===== src/rtl/mif_pkg.sv =====
/*
 Constants, types and register map of the motion input function logic.
 Assumes a 125 MHz system clock and an APB master with 32-bit data.
*/
package mif_pkg;
    // =========================================================
    // register offsets (byte addresses)
    localparam logic [7:0] REG_CTRL = 8'h00;
    localparam logic [7:0] REG_INCFG = 8'h04;
    localparam logic [7:0] REG_CURR = 8'h08;
    localparam logic [7:0] REG_PRESET = 8'h0c;
    localparam logic [7:0] REG_STATUS = 8'h10;
    localparam logic [7:0] REG_ENCPOS = 8'h14;
    localparam logic [7:0] REG_CAPPOS = 8'h18;
    // =========================================================
    // command register bits
    localparam int CTRL_GO = 0;
    localparam int CTRL_KIND_LSB = 1;
    localparam int CTRL_DIR = 3;
    localparam int CTRL_HOME = 4;
    localparam int CTRL_PRESET = 5;
    localparam int CTRL_FCLR = 6;
    // input config: 4 bits per input, quadrature enable above
    localparam int INCFG_QUAD = 12;
    localparam logic [11:0] INCFG_RST = 12'h000;
    // current register fields
    localparam int CURR_IDLE_LSB = 8;
    localparam logic [4:0] CURR_RUN_RST = 5'h05;
    localparam logic [6:0] CURR_IDLE_RST = 7'h32;
    localparam logic [6:0] PCT_FULL = 7'h64;
    localparam real CURR_STEP_AMP = 0.2;
    // =========================================================
    // input functions
    localparam logic [2:0] FN_GP = 3'h0;
    localparam logic [2:0] FN_HOME = 3'h1;
    localparam logic [2:0] FN_CWLIM = 3'h2;
    localparam logic [2:0] FN_CCWLIM = 3'h3;
    localparam logic [2:0] FN_INDEX = 3'h4;
    localparam logic [2:0] FN_ESTOP = 3'h5;
    localparam logic [2:0] FN_JOGSTOP = 3'h6;
    localparam logic [2:0] FN_CAPTURE = 3'h7;
    // move kinds
    localparam logic [1:0] KIND_NORMAL = 2'h0;
    localparam logic [1:0] KIND_JOG = 2'h1;
    localparam logic [1:0] KIND_INDEX = 2'h2;
    localparam logic [1:0] KIND_HOME = 2'h3;
    // =========================================================
    // timing
    localparam int CLK_KHZ = 125000;
    localparam int IDLE_MS = 1500;
    localparam int unsigned IDLE_CYC = IDLE_MS * CLK_KHZ;
    // =========================================================
    typedef enum logic [1:0] {ST_IDLE, ST_PEND, ST_RUN, ST_HOME} mif_state_e;
    typedef struct packed {
        logic activeLow;
        logic [2:0] func;
    } mif_incfg_s;
    typedef struct packed {
        logic start;
        logic [1:0] kind;
        logic dir;
        logic hardStop;
        logic softStop;
    } mif_motion_s;
endpackage : mif_pkg


===== src/rtl/mif_core.sv =====
/*
 Input function logic of a stepper indexer: input functions, quadrature,
 capture, move gating, power gating and current reduction, APB registers.
 Assumes an external profile generator that raises motionBusy while moving.
*/
// The placing of the registers and the APB slave port were chosen for this implementation.
`timescale 1ns/1ps
`default_nettype none
module mif_core #(
    parameter int unsigned IDLE_CYCLES = mif_pkg::IDLE_CYC
) (
    // clock and reset
    input wire logic clk,
    input wire logic sys_rst,
    // apb slave
    input wire logic psel,
    input wire logic penable,
    input wire logic pwrite,
    input wire logic [7:0] paddr,
    input wire logic [31:0] pwdata,
    output logic [31:0] prdata,
    output logic pready,
    output logic pslverr,
    // discrete inputs and drive sensors
    input wire logic [2:0] inRaw,
    input wire logic interlockClosed,
    input wire logic windingShort,
    input wire logic overTemp,
    // profile generator
    input wire logic motionBusy,
    output mif_pkg::mif_motion_s motion,
    // power stage
    output logic motorPowerEn,
    output logic driverEn,
    output logic [4:0] runCurrent,
    output logic [6:0] currentPct,
    output logic idleActive
);
    // =========================================================
    // declarations
    mif_pkg::mif_state_e state, next_state;
    mif_pkg::mif_incfg_s [2:0] inCfg;
    logic quadEn;
    logic [6:0] idlePct;
    logic [31:0] presetVal;
    logic [31:0] encPos;
    logic [31:0] capPos;
    logic capValid;
    logic faultShort, faultTemp, faultLoop;
    logic [1:0] runKind;
    logic runDir;
    logic busyQ;
    logic [1:0] abQ;
    logic [27:0] idleCnt;
    logic [2:0] act, rise, chg;
    logic doStart, doHard, doSoft, homeHit;

    // =========================================================
    // input conditioning
    genvar gi;
    generate
        for (gi = 0; gi < 3; gi++) begin : g_in
            mif_input_cond u_cond (
                .clk(clk),
                .sys_rst(sys_rst),
                .rawIn(inRaw[gi]),
                .activeLow(inCfg[gi].activeLow),
                .active(act[gi]),
                .rise(rise[gi]),
                .change(chg[gi])
            );
        end
    endgenerate

    // true if any input holding function fn shows a bit in vec;
    // inputs 1 and 2 drop out of discrete use in quadrature mode
    function automatic logic anyFn(input logic [2:0] vec, input logic [2:0] fn,
                                   input mif_pkg::mif_incfg_s [2:0] cfg, input logic quad);
        logic hit;
        hit = 1'b0;
        for (int i = 0; i < 3; i++) begin
            if (vec[i] && cfg[i].func == fn && !(quad && i < 2)) begin
                hit = 1'b1;
            end
        end
        return hit;
    endfunction : anyFn

    // quadrature step: {step, down}; a skipped state is dropped
    function automatic logic [1:0] quadStep(input logic [1:0] prev, input logic [1:0] cur);
        logic [3:0] pair;
        pair = {prev, cur};
        case (pair)
            4'b0001, 4'b0111, 4'b1110, 4'b1000: quadStep = 2'b10;
            4'b0100, 4'b1101, 4'b1011, 4'b0010: quadStep = 2'b11;
            default: quadStep = 2'b00;
        endcase
    endfunction : quadStep

    // =========================================================
    // function decode
    wire cwAct = anyFn(act, mif_pkg::FN_CWLIM, inCfg, quadEn);
    wire ccwAct = anyFn(act, mif_pkg::FN_CCWLIM, inCfg, quadEn);
    wire estopAct = anyFn(act, mif_pkg::FN_ESTOP, inCfg, quadEn);
    wire estopRise = anyFn(rise, mif_pkg::FN_ESTOP, inCfg, quadEn);
    wire idxRise = anyFn(rise, mif_pkg::FN_INDEX, inCfg, quadEn);
    wire jogRise = anyFn(rise, mif_pkg::FN_JOGSTOP, inCfg, quadEn);
    // in quadrature mode input 3 set as home is the marker pulse
    wire homeRise = anyFn(rise, mif_pkg::FN_HOME, inCfg, quadEn);
    wire [2:0] fn3 = inCfg[2].func;

    // =========================================================
    // apb decode: zero wait states, error on unmapped offsets
    wire acc = psel & penable;
    wire wrEn = acc & pwrite;
    wire mapped = paddr == mif_pkg::REG_CTRL || paddr == mif_pkg::REG_INCFG
        || paddr == mif_pkg::REG_CURR || paddr == mif_pkg::REG_PRESET
        || paddr == mif_pkg::REG_STATUS || paddr == mif_pkg::REG_ENCPOS
        || paddr == mif_pkg::REG_CAPPOS;
    wire cmdWr = wrEn & (paddr == mif_pkg::REG_CTRL);
    wire goCmd = cmdWr & pwdata[mif_pkg::CTRL_GO];
    wire homeCmd = cmdWr & pwdata[mif_pkg::CTRL_HOME];
    wire presetCmd = cmdWr & pwdata[mif_pkg::CTRL_PRESET];
    wire faultClr = cmdWr & pwdata[mif_pkg::CTRL_FCLR];
    wire [1:0] kindCmd = pwdata[mif_pkg::CTRL_KIND_LSB +: 2];
    wire dirCmd = pwdata[mif_pkg::CTRL_DIR];
    wire [31:0] statusWord = {18'h00000, capValid, state == mif_pkg::ST_PEND,
        ccwAct, cwAct, estopAct, idleActive, faultLoop, faultTemp, faultShort,
        motorPowerEn, act, quadEn};
    assign pready = 1'b1;
    assign pslverr = acc & ~mapped;
    assign prdata = !(acc && !pwrite) ? 32'h00000000 :
        paddr == mif_pkg::REG_INCFG ? {19'h00000, quadEn, inCfg} :
        paddr == mif_pkg::REG_CURR ? {17'h00000, idlePct, 3'h0, runCurrent} :
        paddr == mif_pkg::REG_PRESET ? presetVal :
        paddr == mif_pkg::REG_STATUS ? statusWord :
        paddr == mif_pkg::REG_ENCPOS ? encPos :
        paddr == mif_pkg::REG_CAPPOS ? capPos : 32'h00000000;

    // =========================================================
    // configuration registers
    always_ff @(posedge clk) begin
        if (sys_rst) begin
            inCfg <= mif_pkg::INCFG_RST;
            quadEn <= 1'b0;
            runCurrent <= mif_pkg::CURR_RUN_RST;
            idlePct <= mif_pkg::CURR_IDLE_RST;
            presetVal <= 32'h00000000;
        end else begin
            if (wrEn && paddr == mif_pkg::REG_INCFG) begin
                inCfg <= pwdata[11:0];
                quadEn <= pwdata[mif_pkg::INCFG_QUAD];
            end
            if (wrEn && paddr == mif_pkg::REG_CURR) begin
                runCurrent <= pwdata[4:0]; // one lsb per 0.2 A
                idlePct <= pwdata[mif_pkg::CURR_IDLE_LSB +: 7];
            end
            if (wrEn && paddr == mif_pkg::REG_PRESET) begin
                presetVal <= pwdata;
            end
        end
    end

    // =========================================================
    // move gating: a direction is refused while its limit is active
    wire dirOkCmd = dirCmd ? !cwAct : !ccwAct;
    wire dirOkRun = runDir ? !cwAct : !ccwAct;
    wire canStart = !estopAct && motorPowerEn;
    wire running = state == mif_pkg::ST_RUN || state == mif_pkg::ST_HOME;
    wire limitHit = running && !dirOkRun;
    wire busyFall = busyQ & ~motionBusy;
    wire jogRun = state == mif_pkg::ST_RUN && runKind == mif_pkg::KIND_JOG;

    // move state machine
    always_comb begin
        next_state = state;
        doStart = 1'b0;
        doHard = 1'b0;
        doSoft = 1'b0;
        homeHit = 1'b0;
        case (state)
            mif_pkg::ST_IDLE: begin
                if (goCmd && kindCmd == mif_pkg::KIND_INDEX) begin
                    next_state = mif_pkg::ST_PEND;
                end else if (goCmd && canStart && dirOkCmd) begin
                    doStart = 1'b1;
                    next_state = mif_pkg::ST_RUN;
                end else if (homeCmd && canStart && dirOkCmd) begin
                    doStart = 1'b1;
                    next_state = mif_pkg::ST_HOME;
                end
            end
            mif_pkg::ST_PEND: begin
                if (idxRise && canStart && dirOkRun) begin
                    doStart = 1'b1;
                    next_state = mif_pkg::ST_RUN;
                end
            end
            mif_pkg::ST_RUN: begin
                // only jog moves obey it
                doSoft = jogRun && jogRise;
                if (busyFall) begin
                    next_state = mif_pkg::ST_IDLE;
                end
            end
            mif_pkg::ST_HOME: begin
                if (homeRise) begin
                    doSoft = 1'b1;
                    homeHit = 1'b1;
                end
                if (busyFall) begin
                    next_state = mif_pkg::ST_IDLE;
                end
            end
            default: next_state = mif_pkg::ST_IDLE;
        endcase
        // immediate halt wins over start, soft stop and the next state
        if (estopRise || limitHit || (running && !motorPowerEn)) begin
            doHard = 1'b1;
            doStart = 1'b0;
            doSoft = 1'b0;
            next_state = mif_pkg::ST_IDLE;
        end
    end

    // state, move parameters and motion pulses
    always_ff @(posedge clk) begin
        if (sys_rst) begin
            state <= mif_pkg::ST_IDLE;
            runKind <= mif_pkg::KIND_NORMAL;
            runDir <= 1'b0;
            busyQ <= 1'b0;
            motion <= '0;
        end else begin
            state <= next_state;
            busyQ <= motionBusy;
            if (state == mif_pkg::ST_IDLE && (goCmd || homeCmd)) begin
                runKind <= homeCmd && !goCmd ? mif_pkg::KIND_HOME : kindCmd;
                runDir <= dirCmd;
            end
            motion.start <= doStart;
            motion.kind <= state == mif_pkg::ST_IDLE ? (goCmd ? kindCmd : mif_pkg::KIND_HOME)
                : runKind;
            motion.dir <= state == mif_pkg::ST_IDLE ? dirCmd : runDir;
            motion.hardStop <= doHard;
            motion.softStop <= doSoft;
        end
    end

    // =========================================================
    // position count and capture
    wire [1:0] step = quadStep(abQ, act[1:0]);
    wire capIdx = (fn3 == mif_pkg::FN_INDEX || fn3 == mif_pkg::FN_CAPTURE) && chg[2];
    wire capJog = fn3 == mif_pkg::FN_JOGSTOP && rise[2] && jogRun;
    wire capEvt = quadEn && (capIdx || capJog);

    always_ff @(posedge clk) begin
        if (sys_rst) begin
            abQ <= 2'h0;
            encPos <= 32'h00000000;
            capPos <= 32'h00000000;
            capValid <= 1'b0;
        end else begin
            abQ <= act[1:0];
            if (presetCmd) begin
                encPos <= presetVal;
            end else if (homeHit) begin
                encPos <= 32'h00000000;
            end else if (quadEn && step[1]) begin
                encPos <= step[0] ? encPos - 32'h00000001 : encPos + 32'h00000001;
            end
            if (capEvt) begin
                capPos <= encPos;
            end
            capValid <= capEvt | (capValid & ~faultClr);
        end
    end

    // =========================================================
    // power gating and sticky faults; a new fault beats a clear
    wire powerOk = interlockClosed && !windingShort && !overTemp && !faultShort && !faultTemp;
    always_ff @(posedge clk) begin
        if (sys_rst) begin
            faultShort <= 1'b0;
            faultTemp <= 1'b0;
            faultLoop <= 1'b0;
            motorPowerEn <= 1'b0;
            driverEn <= 1'b0;
        end else begin
            faultShort <= windingShort | (faultShort & ~faultClr);
            faultTemp <= overTemp | (faultTemp & ~faultClr);
            faultLoop <= !interlockClosed | (faultLoop & ~faultClr);
            // estop does not enter here, power stays up
            motorPowerEn <= powerOk;
            driverEn <= 1'b1;
        end
    end

    // =========================================================
    // idle current reduction after a still period
    wire moving = motionBusy || running;
    always_ff @(posedge clk) begin
        if (sys_rst) begin
            idleCnt <= 28'h0000000;
            idleActive <= 1'b0;
            currentPct <= mif_pkg::PCT_FULL;
        end else begin
            idleCnt <= moving ? 28'h0000000 :
                idleActive ? idleCnt : idleCnt + 28'h0000001;
            // limitation: idle level is applied only after the full wait
            idleActive <= !moving && idleCnt >= 28'(IDLE_CYCLES - 1);
            currentPct <= (!moving && idleActive) ? idlePct : mif_pkg::PCT_FULL;
        end
    end

    // =========================================================
    // assertions
    estop_halt_a: assert property (@(posedge clk) disable iff (sys_rst)
        estopRise |=> motion.hardStop && state == mif_pkg::ST_IDLE)
        else $error("estop did not halt");
    limit_halt_a: assert property (@(posedge clk) disable iff (sys_rst)
        limitHit |=> motion.hardStop && !motion.softStop)
        else $error("limit did not halt");
    limit_dir_a: assert property (@(posedge clk) disable iff (sys_rst)
        motion.start |-> (motion.dir ? !$past(cwAct) : !$past(ccwAct)))
        else $error("move started toward active limit");
    estop_block_a: assert property (@(posedge clk) disable iff (sys_rst)
        motion.start |-> !$past(estopAct))
        else $error("move started during estop");
    estop_power_a: assert property (@(posedge clk) disable iff (sys_rst)
        estopAct && $past(powerOk) |-> motorPowerEn)
        else $error("estop removed power");
    index_start_a: assert property (@(posedge clk) disable iff (sys_rst)
        motion.start && $past(state) == mif_pkg::ST_PEND |-> $past(idxRise))
        else $error("indexer move started without trigger");
    loop_power_a: assert property (@(posedge clk) disable iff (sys_rst)
        !interlockClosed |=> !motorPowerEn)
        else $error("power on with open interlock");
    short_power_a: assert property (@(posedge clk) disable iff (sys_rst)
        windingShort ##1 !faultClr |=> !motorPowerEn)
        else $error("power on after winding short");
    capture_pos_a: assert property (@(posedge clk) disable iff (sys_rst)
        capEvt |=> capPos == $past(encPos) && capValid)
        else $error("capture missed");
    jog_stop_a: assert property (@(posedge clk) disable iff (sys_rst)
        jogRun && jogRise && !doHard |=> motion.softStop)
        else $error("jog stop ignored");
    idle_restore_a: assert property (@(posedge clk) disable iff (sys_rst)
        motionBusy |=> !idleActive ##1 currentPct == mif_pkg::PCT_FULL)
        else $error("full current not restored");

    estop_seen_c: cover property (@(posedge clk) disable iff (sys_rst) estopRise ##1 motion.hardStop);
    index_run_c: cover property (@(posedge clk) state == mif_pkg::ST_PEND ##1 motion.start);
    home_hit_c: cover property (@(posedge clk) disable iff (sys_rst) homeHit);
    capture_c: cover property (@(posedge clk) disable iff (sys_rst) capEvt);
endmodule : mif_core
`default_nettype wire


===== src/rtl/mif_input_cond.sv =====
/*
 Conditioner for one discrete input: synchroniser, polarity, edges.
 Assumes the raw pin may change at any time relative to clk.
*/
`timescale 1ns/1ps
`default_nettype none
module mif_input_cond (
    // clock and reset
    input wire logic clk,
    input wire logic sys_rst,
    // pin and polarity
    input wire logic rawIn,
    input wire logic activeLow,
    // conditioned outputs
    output logic active,
    output logic rise,
    output logic change
);
    logic syncA;
    logic syncB;
    logic level;
    logic levelQ;
    // =========================================================
    // two-stage synchroniser, then polarity
    always_ff @(posedge clk) begin
        if (sys_rst) begin
            syncA <= 1'b0;
            syncB <= 1'b0;
            level <= 1'b0;
            levelQ <= 1'b0;
        end else begin
            syncA <= rawIn;
            syncB <= syncA;
            level <= syncB ^ activeLow;
            levelQ <= level;
        end
    end
    // single-cycle events from the adjusted level
    assign active = level;
    assign rise = level & ~levelQ;
    assign change = level ^ levelQ;
endmodule : mif_input_cond
`default_nettype wire


===== config.mk =====
export PLATFORM = sky130hd
export DESIGN_NAME = mif_core
export DESIGN_NICKNAME = d
export VERILOG_FILES = /design/src/rtl/mif_pkg.sv /design/src/rtl/mif_core.sv /design/src/rtl/mif_input_cond.sv
export SDC_FILE = /design/constraint.sdc
export NUM_CORES = 1
export LEC_CHECK = 0
export BUFFER_PORTS_ARGS = -buffer_cell sky130_fd_sc_hd__buf_2
export CAP_MARGIN = 30
export CORE_UTILIZATION = 53
export CTS_CLUSTER_SIZE = 25
export DETAILED_ROUTE_END_ITERATION = 7
export GPL_TIMING_DRIVEN = 0
export MAX_ROUTING_LAYER = met4
export PLACE_DENSITY = 0.73
export SETUP_SLACK_MARGIN = 0.02
export SYNTH_ARGS = -nofsm -noshare
export SYNTH_HDL_FRONTEND = slang
export SYNTH_HIERARCHICAL = 1
export SYNTH_SLANG_ARGS = --single-unit

===== constraint.sdc =====
create_clock -name clk -period 4.8 [get_ports clk]
set_input_delay 1.44 -clock clk [delete_from_list [all_inputs] [get_ports clk]]
set_output_delay 1.44 -clock clk [all_outputs]
set_load 0.01 [all_outputs]

After elaboration in Yosys (flattened, before gate mapping)
Memory sizes are Yosys's and may differ from the RTL's. A register that Yosys moved wholly into a read port is not among the register bits.
Index checks and enable logic that the tools add are counted.
{"block": "op_classes", "addsub": 3, "n_mul": 0, "div_mod_pow": 0, "n_lt_le_gt_ge": 1, "eq_ne": 33, "shifts": 0, "mux": 55, "bitwise": 31, "n_reduce_logical": 98}
{"cell": "$mux 32", "count": 11}
{"cell": "$logic_and 1x1->1", "count": 63}
{"cell": "$add 32x1->32 const B", "count": 1}
{"cell": "$mux 1", "count": 32}
{"cell": "$sub 32x1->32 const B", "count": 1}
{"cell": "$eq 3x3->1 const B", "count": 10}
{"cell": "$add 28x1->28 const B", "count": 1}
{"cell": "$ge 28x28->1 const B", "count": 1}
{"cell": "$eq 8x5->1 const B", "count": 3}
{"cell": "$eq 3x2->1 const B", "count": 6}
{"cell": "$and 1x1->1", "count": 16}
{"cell": "$eq 8x4->1 const B", "count": 2}
{"cell": "$mux 2", "count": 8}
{"cell": "$logic_not 1->1", "count": 14}
{"cell": "$logic_or 1x1->1", "count": 13}
{"cell": "$eq 3x1->1 const B", "count": 3}
{"cell": "$eq 8x3->1 const B", "count": 1}
{"cell": "$logic_not 8->1", "count": 1}
{"cell": "$reduce_or 2->1", "count": 4}
{"cell": "$not 1->1", "count": 7}
{"cell": "$eq 2x2->1 const B", "count": 3}
{"cell": "$pmux 2 s3", "count": 1}
{"cell": "$eq 2x1->1 const B", "count": 2}
{"cell": "$mux 4", "count": 1}
{"cell": "8 further kinds", "count": 16}
{"block": "word_totals", "register_bits": 187, "latchBits": 0, "ramBits": 0, "mem_bits_ro": 32, "input_bits": 52, "memories": 1}
{"memory": "(name not given)", "words": 16, "width": 2, "rd": 1, "rd_clocked_by_memory_dff": 1, "wr": 0, "line": "mif_core.sv:93", "source": "case (pair)"}

Longest topological paths before layout
Gate-level depths: netlist of the first run.
{"block": "logic_depth", "ltp_word": 14, "depth_mapped": 14}

By module
The synthesis of the first run kept the hierarchy.
{"mod": "mif_core", "n_inst": 1, "cells_each": 1274, "area_per_inst_um2": 9942.0}
{"mod": "mif_input_cond", "n_inst": 3, "cells_each": 12, "area_per_inst_um2": 131.4}

Worst setup path before layout of the first run
Ideal clock, no wire load.
{"block": "synth_path", "kind": "input port to output port", "start": "input paddr[0]", "end": "output prdata[10]", "t_arrival_ps": 3167, "path_slack_ps": 193, "cell_stages": 7, "path_buffers": 2, "path_cell_list": "or4_4 -> nor2_1 -> and3_1 -> clkbuf_1 -> clkbuf_1 -> a221oi_1 -> a21oi_1"}
{"block": "synth_between", "elab_chain_cells": 8}
{"item": "start: declaration", "line": "mif_core.sv:19", "source": "input wire logic [7:0] paddr,"}
{"item": "$eq 8x5->1", "line": "mif_core.sv:138", "source": "paddr == mif_pkg::REG_CAPPOS ? capPos : 32'h00000000;"}
{"item": "$mux 32", "line": "mif_core.sv:138"}
{"item": "$mux 32", "line": "mif_core.sv:137", "source": "paddr == mif_pkg::REG_ENCPOS ? encPos :"}
{"item": "$mux 32", "line": "mif_core.sv:136", "source": "paddr == mif_pkg::REG_STATUS ? statusWord :"}
{"item": "$mux 32", "line": "mif_core.sv:135", "source": "paddr == mif_pkg::REG_PRESET ? presetVal :"}
{"item": "$mux 32", "line": "mif_core.sv:134", "source": "paddr == mif_pkg::REG_CURR ? {17'h00000, idlePct, 3'h0, runCurrent} :"}
{"item": "$mux 32 *", "line": "mif_core.sv:133", "source": "paddr == mif_pkg::REG_INCFG ? {19'h00000, quadEn, inCfg} :"}
{"item": "$mux 32 *", "line": "mif_core.sv:132", "source": "assign prdata = !(acc && !pwrite) ? 32'h00000000 :"}
{"item": "end: declaration", "line": "mif_core.sv:21", "source": "output logic [31:0] prdata,"}
Every way passes the cells marked *; elsewhere a longest branch is shown, timed or not.

Worst setup path after layout of the first run
{"block": "layout_path", "start": "input paddr[0]", "end": "output prdata[30]"}
Same word-level chain as after synthesis.

==> results of run 1 <==
-- report_power, final --
part	switching [mW]	internal, mW	total [mW]
registers	0.00610	1.58	1.58
logic	0.136	0.0674	0.204
clock network	0.744	0.720	1.46
-- layout make-up --
type                       count  area [um2]  share of cell area
buffer                        74         407              0.0325
inverter                      24        90.1             0.00721
sequential                   189        3780               0.303
clock buffer                  18         439              0.0352
tap                          260         325              0.0260
multi-input combinational   1018        6390               0.512
timing repair buffer         125         883              0.0707
clock inverter                14         170              0.0136
-- metal layers --
metal / share of wire / routed length (um) / up-vias
met4: 0.041 / 1410 / 0
li1: - / - / 4966
met3: 0.095 / 3250 / 119
met1: 0.41 / 14000 / 4943
met5: 0 / 0 / -
met2: 0.45 / 15500 / 624
-- state kept, by name, indices dropped and copies added (netlist names), 2 cells and up --
signal              cells
g_in.u_cond/syncA       3
g_in.u_cond/syncB       3
idleCnt                28
abQ                     2
runKind                 2
inCfg                   9
state                   2
capPos                 32
encPos                 32
fn3                     3
currentPct              7
g_in.u_cond/levelQ      3
runCurrent              5
g_in.u_cond/active      3
motion                  6
idlePct                 7
presetVal              32
-- layout by cell type, fill, tap and decap left out, drive strengths merged, types with 6 or more instances in the layout --
cell	count
xnor2	27
dfxtp	189
or3	7
o21bai	9
a211oi	6
nand3	32
o21ai	67
a21o	17
buf	152
clkinv	6
and2	6
o221ai	18
ha	45
inv	32
a22oi	9
nor2b	29
nor2	168
nor3b	6
nand4	20
xor2	27
clkbuf	65
o21a	6
a31oi	8
mux2i	27
nor3	14
and3	14
a222oi	22
o22ai	11
and4	7
nand2	195
a21oi	142
o211ai	8
-- worst paths after layout --
| check | start | to | slack, ns | depth (start not counted) |
|---|---|---|---|---|
| max | paddr[0] | prdata[30] | -0.04 | 11 |
| min | g_in[1].u_cond/syncA | g_in[1].u_cond/syncB | 0.43 | 1 |
| max reg2reg | g_in[0].u_cond/active | encPos[25] | 0.24 | 13 |
| min reg2reg | g_in[1].u_cond/syncA | g_in[1].u_cond/syncB | 0.43 | 1 |
-- stage by stage --
| step | setup TNS (ns) | area (um2) | setup slack (ns) |
|---|---|---|---|
| floorplan | 0 | 10300 | 0.193 |
| global placement | -14.75 | 11200 | -0.701 |
| detailed placement | -12.52 | 11200 | -0.621 |
| CTS | 0 | 11900 | 0.00582 |
| global route | -0.900 | 12500 | -0.0710 |
| finish | -0.382 | 12500 | -0.0391 |
-- what timing repair did --
item                                    in CTS  in global routing
endpoints found under the hold margin        0                  0
hold buffers                                 0                  0
gates cloned                                 0                  3
pin swaps                                    2                 34
endpoints found under the setup margin      32                 34
gates resized for setup                     33                 94
setup buffers                                4                 13
==> results.tsv, run 1 <==
stage	metric	value	unit
run_status	status	finished with violations	
run_status	failing checks	design-rule violations, negative setup slack	
critical_path	critical path's largest stage delay	0.58	ns
cells_and_area	count of filler cells inserted in the layout	1644	
floorplan	Die W	142	um
clocking	# H-tree levels	4	
global_routing	largest net degree at the start of global routing	43	
sta	post-route setup slack	-0.0391	ns
global_routing	met3 Track Usage GR	0.0574	
global_routing	total global routing overflow	0	
global_routing	M1 GR Usage	0.432	
sta	final setup vio count	19	
placement	cell total after placement	1673	
clocking	clk_lat worst skew	0.45	ns
critical_path	worst path required time	3.36	ns
critical_path	CP Buf/Inv Count	5	
detailed_routing	DRT Wirelength	34.1	mm
critical_path	critical path type	in -> out	
min_path	Hold Path Class	reg -> reg	
critical_path	CP dominant cell by count	buf_6	
cells_and_area	Final nets	1547	
floorplan	Core ar.	18900	um2
synthesis	Synthesized Nets	1406	
sta	maximum clock rate	207	MHz
cells_and_area	Finished Layout Cells	1722	
critical_path	critical-path cell list	buf_6 -> or4_4 -> nor3_4 -> buf_6 -> and2_4 -> nand2b_4 -> buf_6 -> nand3_4 -> clkbuf_16 -> nor2_4 -> buf_6	
clocking	Clock Sinks	189	
sta	worst hold slack	0.433	ns
cells_and_area	Syn-to-layout area delta	21.0	%
sta	RSZ-0062 raised after global routing	yes	
floorplan	DIE AREA	20100	um2
pwr	Tot Pwr	3.25	mW
global_routing	GR peak layer	met2	
cells_and_area	layout cells sized above 1	0.168	
detailed_routing	Routed WL per cell	19.8	um
detailed_routing	drt drc	2	
synthesis	Mapped Cells	1308	
critical_path	slowest stage cell on the critical path	or4_4	
pwr	power per cell area	260	nW/um2
global_routing	GRT met2 Usage	0.538	
placement	Buffers on Ports	103	
job	max_cap viols	0	
sta	worst-margin pin slew	0.957	ns
floorplan	# rows	50	
critical_path	Top delay family on crit path	simple AND/OR/NAND/NOR gates	
pwr	leakage power	4.97	nW
detailed_routing	Pre-antenna DRT Iters	8	
floorplan	Initial Utilization	0.547	
clocking	clk root buf	clkbuf_16	
sta	Tcrit/Tclk final	1.01	
global_routing	Total GRT Usage	0.341	
sta	minimum clock period	4.84	ns
placement	HPWL after detailed placement	24.6	mm
sta	clk_skew	0.0114	ns
floorplan	Die Height	142	um
detailed_routing	First DRT Iteration DRCs	1290	
clocking	CTS tree	yes	
clocking	CTS clk-pin slew, worst paths	0.08	ns
detailed_routing	Vias	10652	
floorplan	I/O pin total	107	
detailed_routing	Antenna Nets Post-Route	0	
clocking	Clock Path Buffers	2	
critical_path	crit end category	output pin	
synthesis	syn avg cell area	7.90	um2
sta	slew margin rel.	0.362	
global_routing	vias in the first global route	9521	
synthesis	warnings from Yosys	6	
cells_and_area	Antenna Cells	0	
critical_path	worst path arrival time	3.40	ns
pwr	Peak VDD IR	239	uV
clocking	CTS Buf Count	17	
sta	endpoints failing hold	0	
global_routing	first-pass GRT wire length	51.3	mm
placement	GP Congestion	0.985	
critical_path	CP max FO	7	
global_routing	antenna violations before repair	0	
critical_path	Setup crit start kind	input pin	
sta	Final Max Tran Viols	0	
cells_and_area	post-layout util	0.661	
synthesis	Netlist Area Pre-Place	10300	um2
detailed_routing	drt via density	6.19	
Note: power is estimated with default switching activity, not from simulation.
==> inputs of run 2 (changes only) <==
Settings changed: CAP_MARGIN 30 to 20.
Clock period 4.8 ns to 4.9 ns, I/O delays scaled along.
==> run 2 against run 1 <==
Net effect:
- the run ends with negative setup slack left
- first-iteration DRC count decreased by 2.7%
- sequential share of layout area increased by 0.54 points
- clock power decreased by 3%
- total power decreased by 2.9%
- routed wire length decreased by 0.93%
- critical path depth unchanged
- critical endpoint is now prdata[25]
- largest power group unchanged
==> results.tsv, run 2 (synthesis gave the netlist of run 1 again) <==
stage	metric	value	unit	change
run_status	status	finished with violations		
run_status	failing checks	negative setup slack		
clocking	clk_lat worst skew	0.45	ns	about the same
clocking	CTS tree	yes		
sta	post-route setup slack	-0.0147	ns	+0.0243 ns
min_path	Hold Path Class	reg -> reg		
sta	worst hold slack	0.438	ns	+0.00482 ns
job	max_cap viols	0		unchanged
sta	slew margin rel.	0.224		-0.138
global_routing	largest net degree at the start of global routing	43		unchanged
critical_path	Worst R2R Start	g_in[0].u_cond/active		
sta	clk_skew	0.00967	ns	-0.00177 ns
critical_path	worst path arrival time	3.44	ns	+0.04 ns
floorplan	Die Height	142	um	unchanged
critical_path	worst path required time	3.43	ns	+0.07 ns
cells_and_area	most frequent cells in the layout	193 x nand2_1, 189 x dfxtp_1, 147 x nor2_1		
global_routing	first-pass GRT wire length	51.1	mm	-0.46%
detailed_routing	Pre-antenna DRT Iters	7		-1
floorplan	Die W	142	um	unchanged
detailed_routing	Vias	10602		-0.47%
clocking	CTS clk-pin slew, worst paths	0.08	ns	about the same
global_routing	antenna violations before repair	0		unchanged
detailed_routing	drt via density	6.19		about the same
critical_path	Critical R2R Capture	encPos[25]		
detailed_routing	First DRT Iteration DRCs	1255		-2.7%
detailed_routing	Routed WL per cell	19.7	um	-0.41%
cells_and_area	layout cells sized above 1	0.159		-0.00928
sta	final setup vio count	5		-14
placement	GP Congestion	0.985		unchanged
detailed_routing	Antenna Nets Post-Route	0		unchanged
cells_and_area	post-layout util	0.650		-0.0116
clocking	CTS Buf Count	17		unchanged
sta	worst-margin pin slew	1.16	ns	+0.198 ns
sta	Final Max Tran Viols	0		unchanged
critical_path	CP Capture Point	prdata[25]		
floorplan	I/O pin total	107		unchanged
cells_and_area	leading cell type in the layout, fill and taps excluded	nand2_1		
clocking	Clock Sinks	189		unchanged
detailed_routing	DRT Wirelength	33.8	mm	-0.93%
critical_path	crit end category	output pin		
sta	Tcrit/Tclk final	1.00		
critical_path	crit path launch	paddr[0]		
critical_path	critical path type	in -> out		
global_routing	Total GRT Usage	0.339		-0.00168
cells_and_area	Antenna Cells	0		unchanged
floorplan	# rows	50		unchanged
cells_and_area	Final nets	1538		-0.58%
sta	endpoints failing hold	0		unchanged
floorplan	Core ar.	18900	um2	unchanged
sta	minimum clock period	4.91	ns	
cells_and_area	Syn-to-layout area delta	18.8	%	
floorplan	DIE AREA	20100	um2	unchanged
global_routing	vias in the first global route	9529		+0.084%
clocking	Clock Path Buffers	2		unchanged
clocking	# H-tree levels	4		unchanged
pwr	leakage power	4.89	nW	-1.7%
sta	setup TNS	-0.0483	ns	+0.334 ns
detailed_routing	drt drc	0		-2
placement	HPWL after detailed placement	24.5	mm	-0.45%
critical_path	CP max FO	6		-1
sta	maximum clock rate	203	MHz	
pwr	Peak VDD IR	245	uV	+2.6%
critical_path	R2R depth	13		unchanged
placement	DP Worst Slack	-0.662	ns	-0.0408 ns
pwr	power per cell area	257	nW/um2	-1.2%
clocking	clk root buf	clkbuf_16		
cells_and_area	Regs by FF count	capPos (32), encPos (32), presetVal (32)		
critical_path	Setup crit start kind	input pin		
floorplan	Initial Utilization	0.547		unchanged
sta	RSZ-0062 raised after global routing	yes		
placement	Buffers on Ports	103		unchanged
critical_path	flop2flop setup slack	0.40	ns	+0.16 ns
global_routing	total global routing overflow	0		unchanged
-- run 2: cell types whose count changed in the layout (fill, tap and decap cells not counted), moves of 3 or more --
cell,before,now
buf_12,5,1
buf_8,5,1
buf_6,24,21
inv_6,7,4
inv_8,1,4
-- run 2: worst min path at each step --
stage                               startpoint                   end  depth (start not counted)
after floorplan           g_in[0].u_cond/syncA  g_in[0].u_cond/syncB                          1
after global placement    g_in[0].u_cond/syncA  g_in[0].u_cond/syncB                          1
after detailed placement  g_in[0].u_cond/syncA  g_in[0].u_cond/syncB                          1
after CTS                 g_in[1].u_cond/syncA  g_in[1].u_cond/syncB                          1
after global routing      g_in[0].u_cond/syncA  g_in[0].u_cond/syncB                          1
final                     g_in[1].u_cond/syncA  g_in[1].u_cond/syncB                          1
-- run 2: critical path, stage by stage --
cell	delay, ns
buf_6	0.09
or4_4	0.59
nor3_4	0.21
buf_6	0.16
and2_4	0.18
nand2b_4	0.07
buf_6	0.13
nand3_4	0.16
clkbuf_16	0.20
nor2_4	0.04
buf_6	0.13
-- run 2: layer usage --
metal / up-vias / wire (um) / track usage
met5: - / 0 / -
met4: 0 / 1400 / 0.134
met2: 596 / 15300 / 0.530
met1: 4944 / 13900 / 0.437
li1: 4943 / - / -
met3: 119 / 3240 / 0.0567
-- run 2: area by class of cell --
class / count / area, um2
fill: 1664 / 6620
multi-input combinational: 1018 / 6350
sequential: 189 / 3780
timing repair buffer: 116 / 747
clock buffer: 17 / 425
buffer: 74 / 385
tap: 260 / 325
clock inverter: 15 / 168
inverter: 24 / 90.1
-- run 2: what timing repair did --
item,CTS,global route
endpoints found under the setup margin,31,32
setup buffers,4,7
hold buffers,0,0
resized for setup,27,80
pin swaps,3,20
hold endpoints to repair,0,0
cloned,0,2
-- run 2: report_power, final --
group          internal, mW  leakage [nW]  switching [mW]
logic                0.0640          3.07           0.131
registers              1.54          1.53         0.00609
clock network         0.688         0.292           0.721
-- run 2: stage by stage --
stage	total power, mW	area [um2]	std cells
finish	3.15	12300	1713
global route	3.23	12300	1713
CTS	3.14	11900	1705
detailed placement	1.76	11200	1671
global placement	1.76	11200	1671
floorplan	1.68	10300	1308
==> inputs of run 3 (changes only) <==
--- a/config.mk
+++ b/config.mk
@@ -12,4 +12,5 @@
 export DETAILED_ROUTE_END_ITERATION = 7
 export GPL_TIMING_DRIVEN = 0
+export HOLD_SLACK_MARGIN = 0.06
 export MAX_ROUTING_LAYER = met4
 export PLACE_DENSITY = 0.73
==> constraint.sdc (replaced) <==
create_clock -name clk -period 4.9 [get_ports clk]
set_input_delay 0.98 -clock clk [delete_from_list [all_inputs] [get_ports clk]]
set_output_delay 0.98 -clock clk [all_outputs]
set_load 0.01 [all_outputs]
==> run 3 against run 2 <==
Net effect:
- the flow now finishes without violations
- die area did not move
- clock power barely moved
- core utilization fell by 2.6 points
- global-route usage fell by 0.29 points
- critical path type unchanged
- critical path depth fell by 4
- sequential power barely moved
- largest power group unchanged
- via count fell by 1.7%
==> results.tsv, run 3 (synthesis gave the netlist of run 1 again) <==
stage	metric	value	unit	change
global_routing	first-pass GRT wire length	50.6	mm	-0.88%
detailed_routing	First DRT Iteration DRCs	1225		-2.4%
sta	RSZ-0062 raised after global routing	no		
clocking	setup bufs post-CTS	0		-4
detailed_routing	Pre-antenna DRT Iters	6		-1
sta	clk_skew	0.0122	ns	+0.00254 ns
cells_and_area	post-layout util	0.624		-0.0259
detailed_routing	Top Metal Used	met4		
sta	worst-margin pin slew	0.947	ns	-0.209 ns
global_routing	total global routing overflow	0		unchanged
sta	setup TNS	0	ns	+0.0483 ns
global_routing	Total GRT Usage	0.336		-0.00293
placement	GP Congestion	0.985		unchanged
sta	maximum clock rate	218	MHz	+7.2%
floorplan	I/O pin total	107		unchanged
floorplan	Die Height	142	um	unchanged
global_routing	antenna violations before repair	0		unchanged
pwr	power per cell area	266	nW/um2	+3.5%
cells_and_area	Finished Layout Cells	1705		-0.47%
cells_and_area	count of filler cells inserted in the layout	1734		+4.2%
sta	endpoints failing hold	0		unchanged
floorplan	Core ar.	18900	um2	unchanged
cells_and_area	Syn-to-layout area delta	14.1	%	
run_status	status	completed		
pwr	leakage power	4.74	nW	-3.0%
critical_path	CP Buf/Inv Count	2		-3
global_routing	vias in the first global route	9463		-0.69%
clocking	Clock Sinks	189		unchanged
cells_and_area	most frequent cells in the layout	194 x nand2_1, 189 x dfxtp_1, 168 x nor2_1		
min_path	Hold Path Class	reg -> reg		
placement	DP Worst Slack	0.286	ns	+0.947 ns
critical_path	crit end category	output pin		
pwr	Tot Pwr	3.14	mW	-0.60%
critical_path	slowest stage cell on the critical path	nor2_1		
placement	HPWL after detailed placement	24.5	mm	unchanged
critical_path	worst path arrival time	3.60	ns	+0.16 ns
sta	minimum clock period	4.58	ns	-0.331 ns
clocking	Clock Path Buffers	2		unchanged
job	max_cap viols	0		unchanged
floorplan	Initial Utilization	0.547		unchanged
detailed_routing	drt drc	0		unchanged
clocking	CTS Buf Count	17		unchanged
critical_path	CP max FO	10		+4
sta	final setup vio count	0		-5
cells_and_area	Antenna Cells	0		unchanged
clocking	clk root buf	clkbuf_16		
detailed_routing	met3 routed WL	2.83	mm	-13%
floorplan	# rows	50		unchanged
detailed_routing	DRT Wirelength	32.8	mm	-3.1%
critical_path	Top delay family on crit path	simple AND/OR/NAND/NOR gates		
placement	placed cell areas	11200	um2	unchanged
cells_and_area	leading cell type in the layout, fill and taps excluded	nand2_1		
clocking	CTS clk-pin slew, worst paths	0.08	ns	about the same
global_routing	largest net degree at the start of global routing	43		unchanged
critical_path	worst path required time	3.92	ns	+0.49 ns
cells_and_area	Final nets	1530		-0.52%
detailed_routing	Vias	10420		-1.7%
cells_and_area	Regs by FF count	capPos (32), encPos (32), presetVal (32)		
critical_path	critical-path cell list	clkbuf_1 -> nor2_1 -> nand2_1 -> nor3_1 -> a222oi_1 -> a311oi_1 -> buf_2		
clocking	# H-tree levels	4		unchanged
detailed_routing	M1 WL	14.0	mm	+0.71%
sta	worst hold slack	0.436	ns	-0.00183 ns
critical_path	critical path type	in -> out		
clocking	CTS tree	yes		
detailed_routing	Antenna Nets Post-Route	0		unchanged
sta	Final Max Tran Viols	0		unchanged
cells_and_area	layout cells sized above 1	0.122		-0.0365
sta	Tcrit/Tclk final	0.936		-0.0675
critical_path	critical path's largest stage delay	0.66	ns	+0.07 ns
sta	post-route setup slack	0.316	ns	+0.331 ns
sta	slew margin rel.	0.369		+0.145
pwr	Peak VDD IR	242	uV	-1.3%
placement	cell total after placement	1671		unchanged
detailed_routing	drt via density	6.11		-1.3%
floorplan	Die W	142	um	unchanged
cells_and_area	post-route cell area	11800	um2	-4.0%
detailed_routing	Routed WL per cell	19.2	um	-2.7%
critical_path	Setup crit start kind	input pin		
placement	Buffers on Ports	103		unchanged
floorplan	DIE AREA	20100	um2	unchanged
detailed_routing	met2 wire len	14.6	mm	-4.3%
clocking	clk_lat worst skew	0.44	ns	about the same
==> run 3: cell count changes in the layout (fill, tap and decap cells not counted), moves of 3 or more <==
cell,change
buf_2,+19
buf_4,-11
buf_6,-18
clkbuf_1,+13
clkbuf_2,-5
clkbuf_8,-3
nor2_1,+21
nor2_2,-3
nor2_4,-18
==> run 3: timing repair <==
item,4_1_cts,5_1_grt
hold endpoints to repair,0,0
resized for setup,0,1
hold buffers,0,0
setup endpoints to repair,0,1
==> run 3: final timing paths <==
path | cells past startpoint | end | slack (ns) | from
max reg2reg | 13 | encPos[25] | 0.43 | g_in[0].u_cond/active
min | 1 | g_in[1].u_cond/syncB | 0.44 | g_in[1].u_cond/syncA
max | 7 | prdata[6] | 0.32 | paddr[3]
min reg2reg | 1 | g_in[1].u_cond/syncB | 0.44 | g_in[1].u_cond/syncA
==> run 3: per-layer routing <==
metal / GRT usage / vias up
met4: 0.132 / 0
met5: - / -
met3: 0.0489 / 108
met1: 0.437 / 4863
met2: 0.527 / 522
li1: - / 4927
==> run 3: layout make-up <==
| cell class | count | area [um2] | share of cell area |
|---|---|---|---|
| multi-input combinational | 1018 | 6130 | 0.520 |
| sequential | 189 | 3780 | 0.321 |
| timing repair buffer | 105 | 531 | 0.0450 |
| clock buffer | 17 | 425 | 0.0361 |
| buffer | 77 | 334 | 0.0283 |
| tap | 260 | 325 | 0.0276 |
| clock inverter | 15 | 168 | 0.0142 |
| inverter | 24 | 90.1 | 0.00764 |
==> run 3: report_power, final <==
group	switching [mW]	leakage (nW)	internal (mW)
clock network	0.716	0.292	0.689
logic	0.124	2.92	0.0576
registers	0.00614	1.53	1.54
total	0.846	4.74	2.29
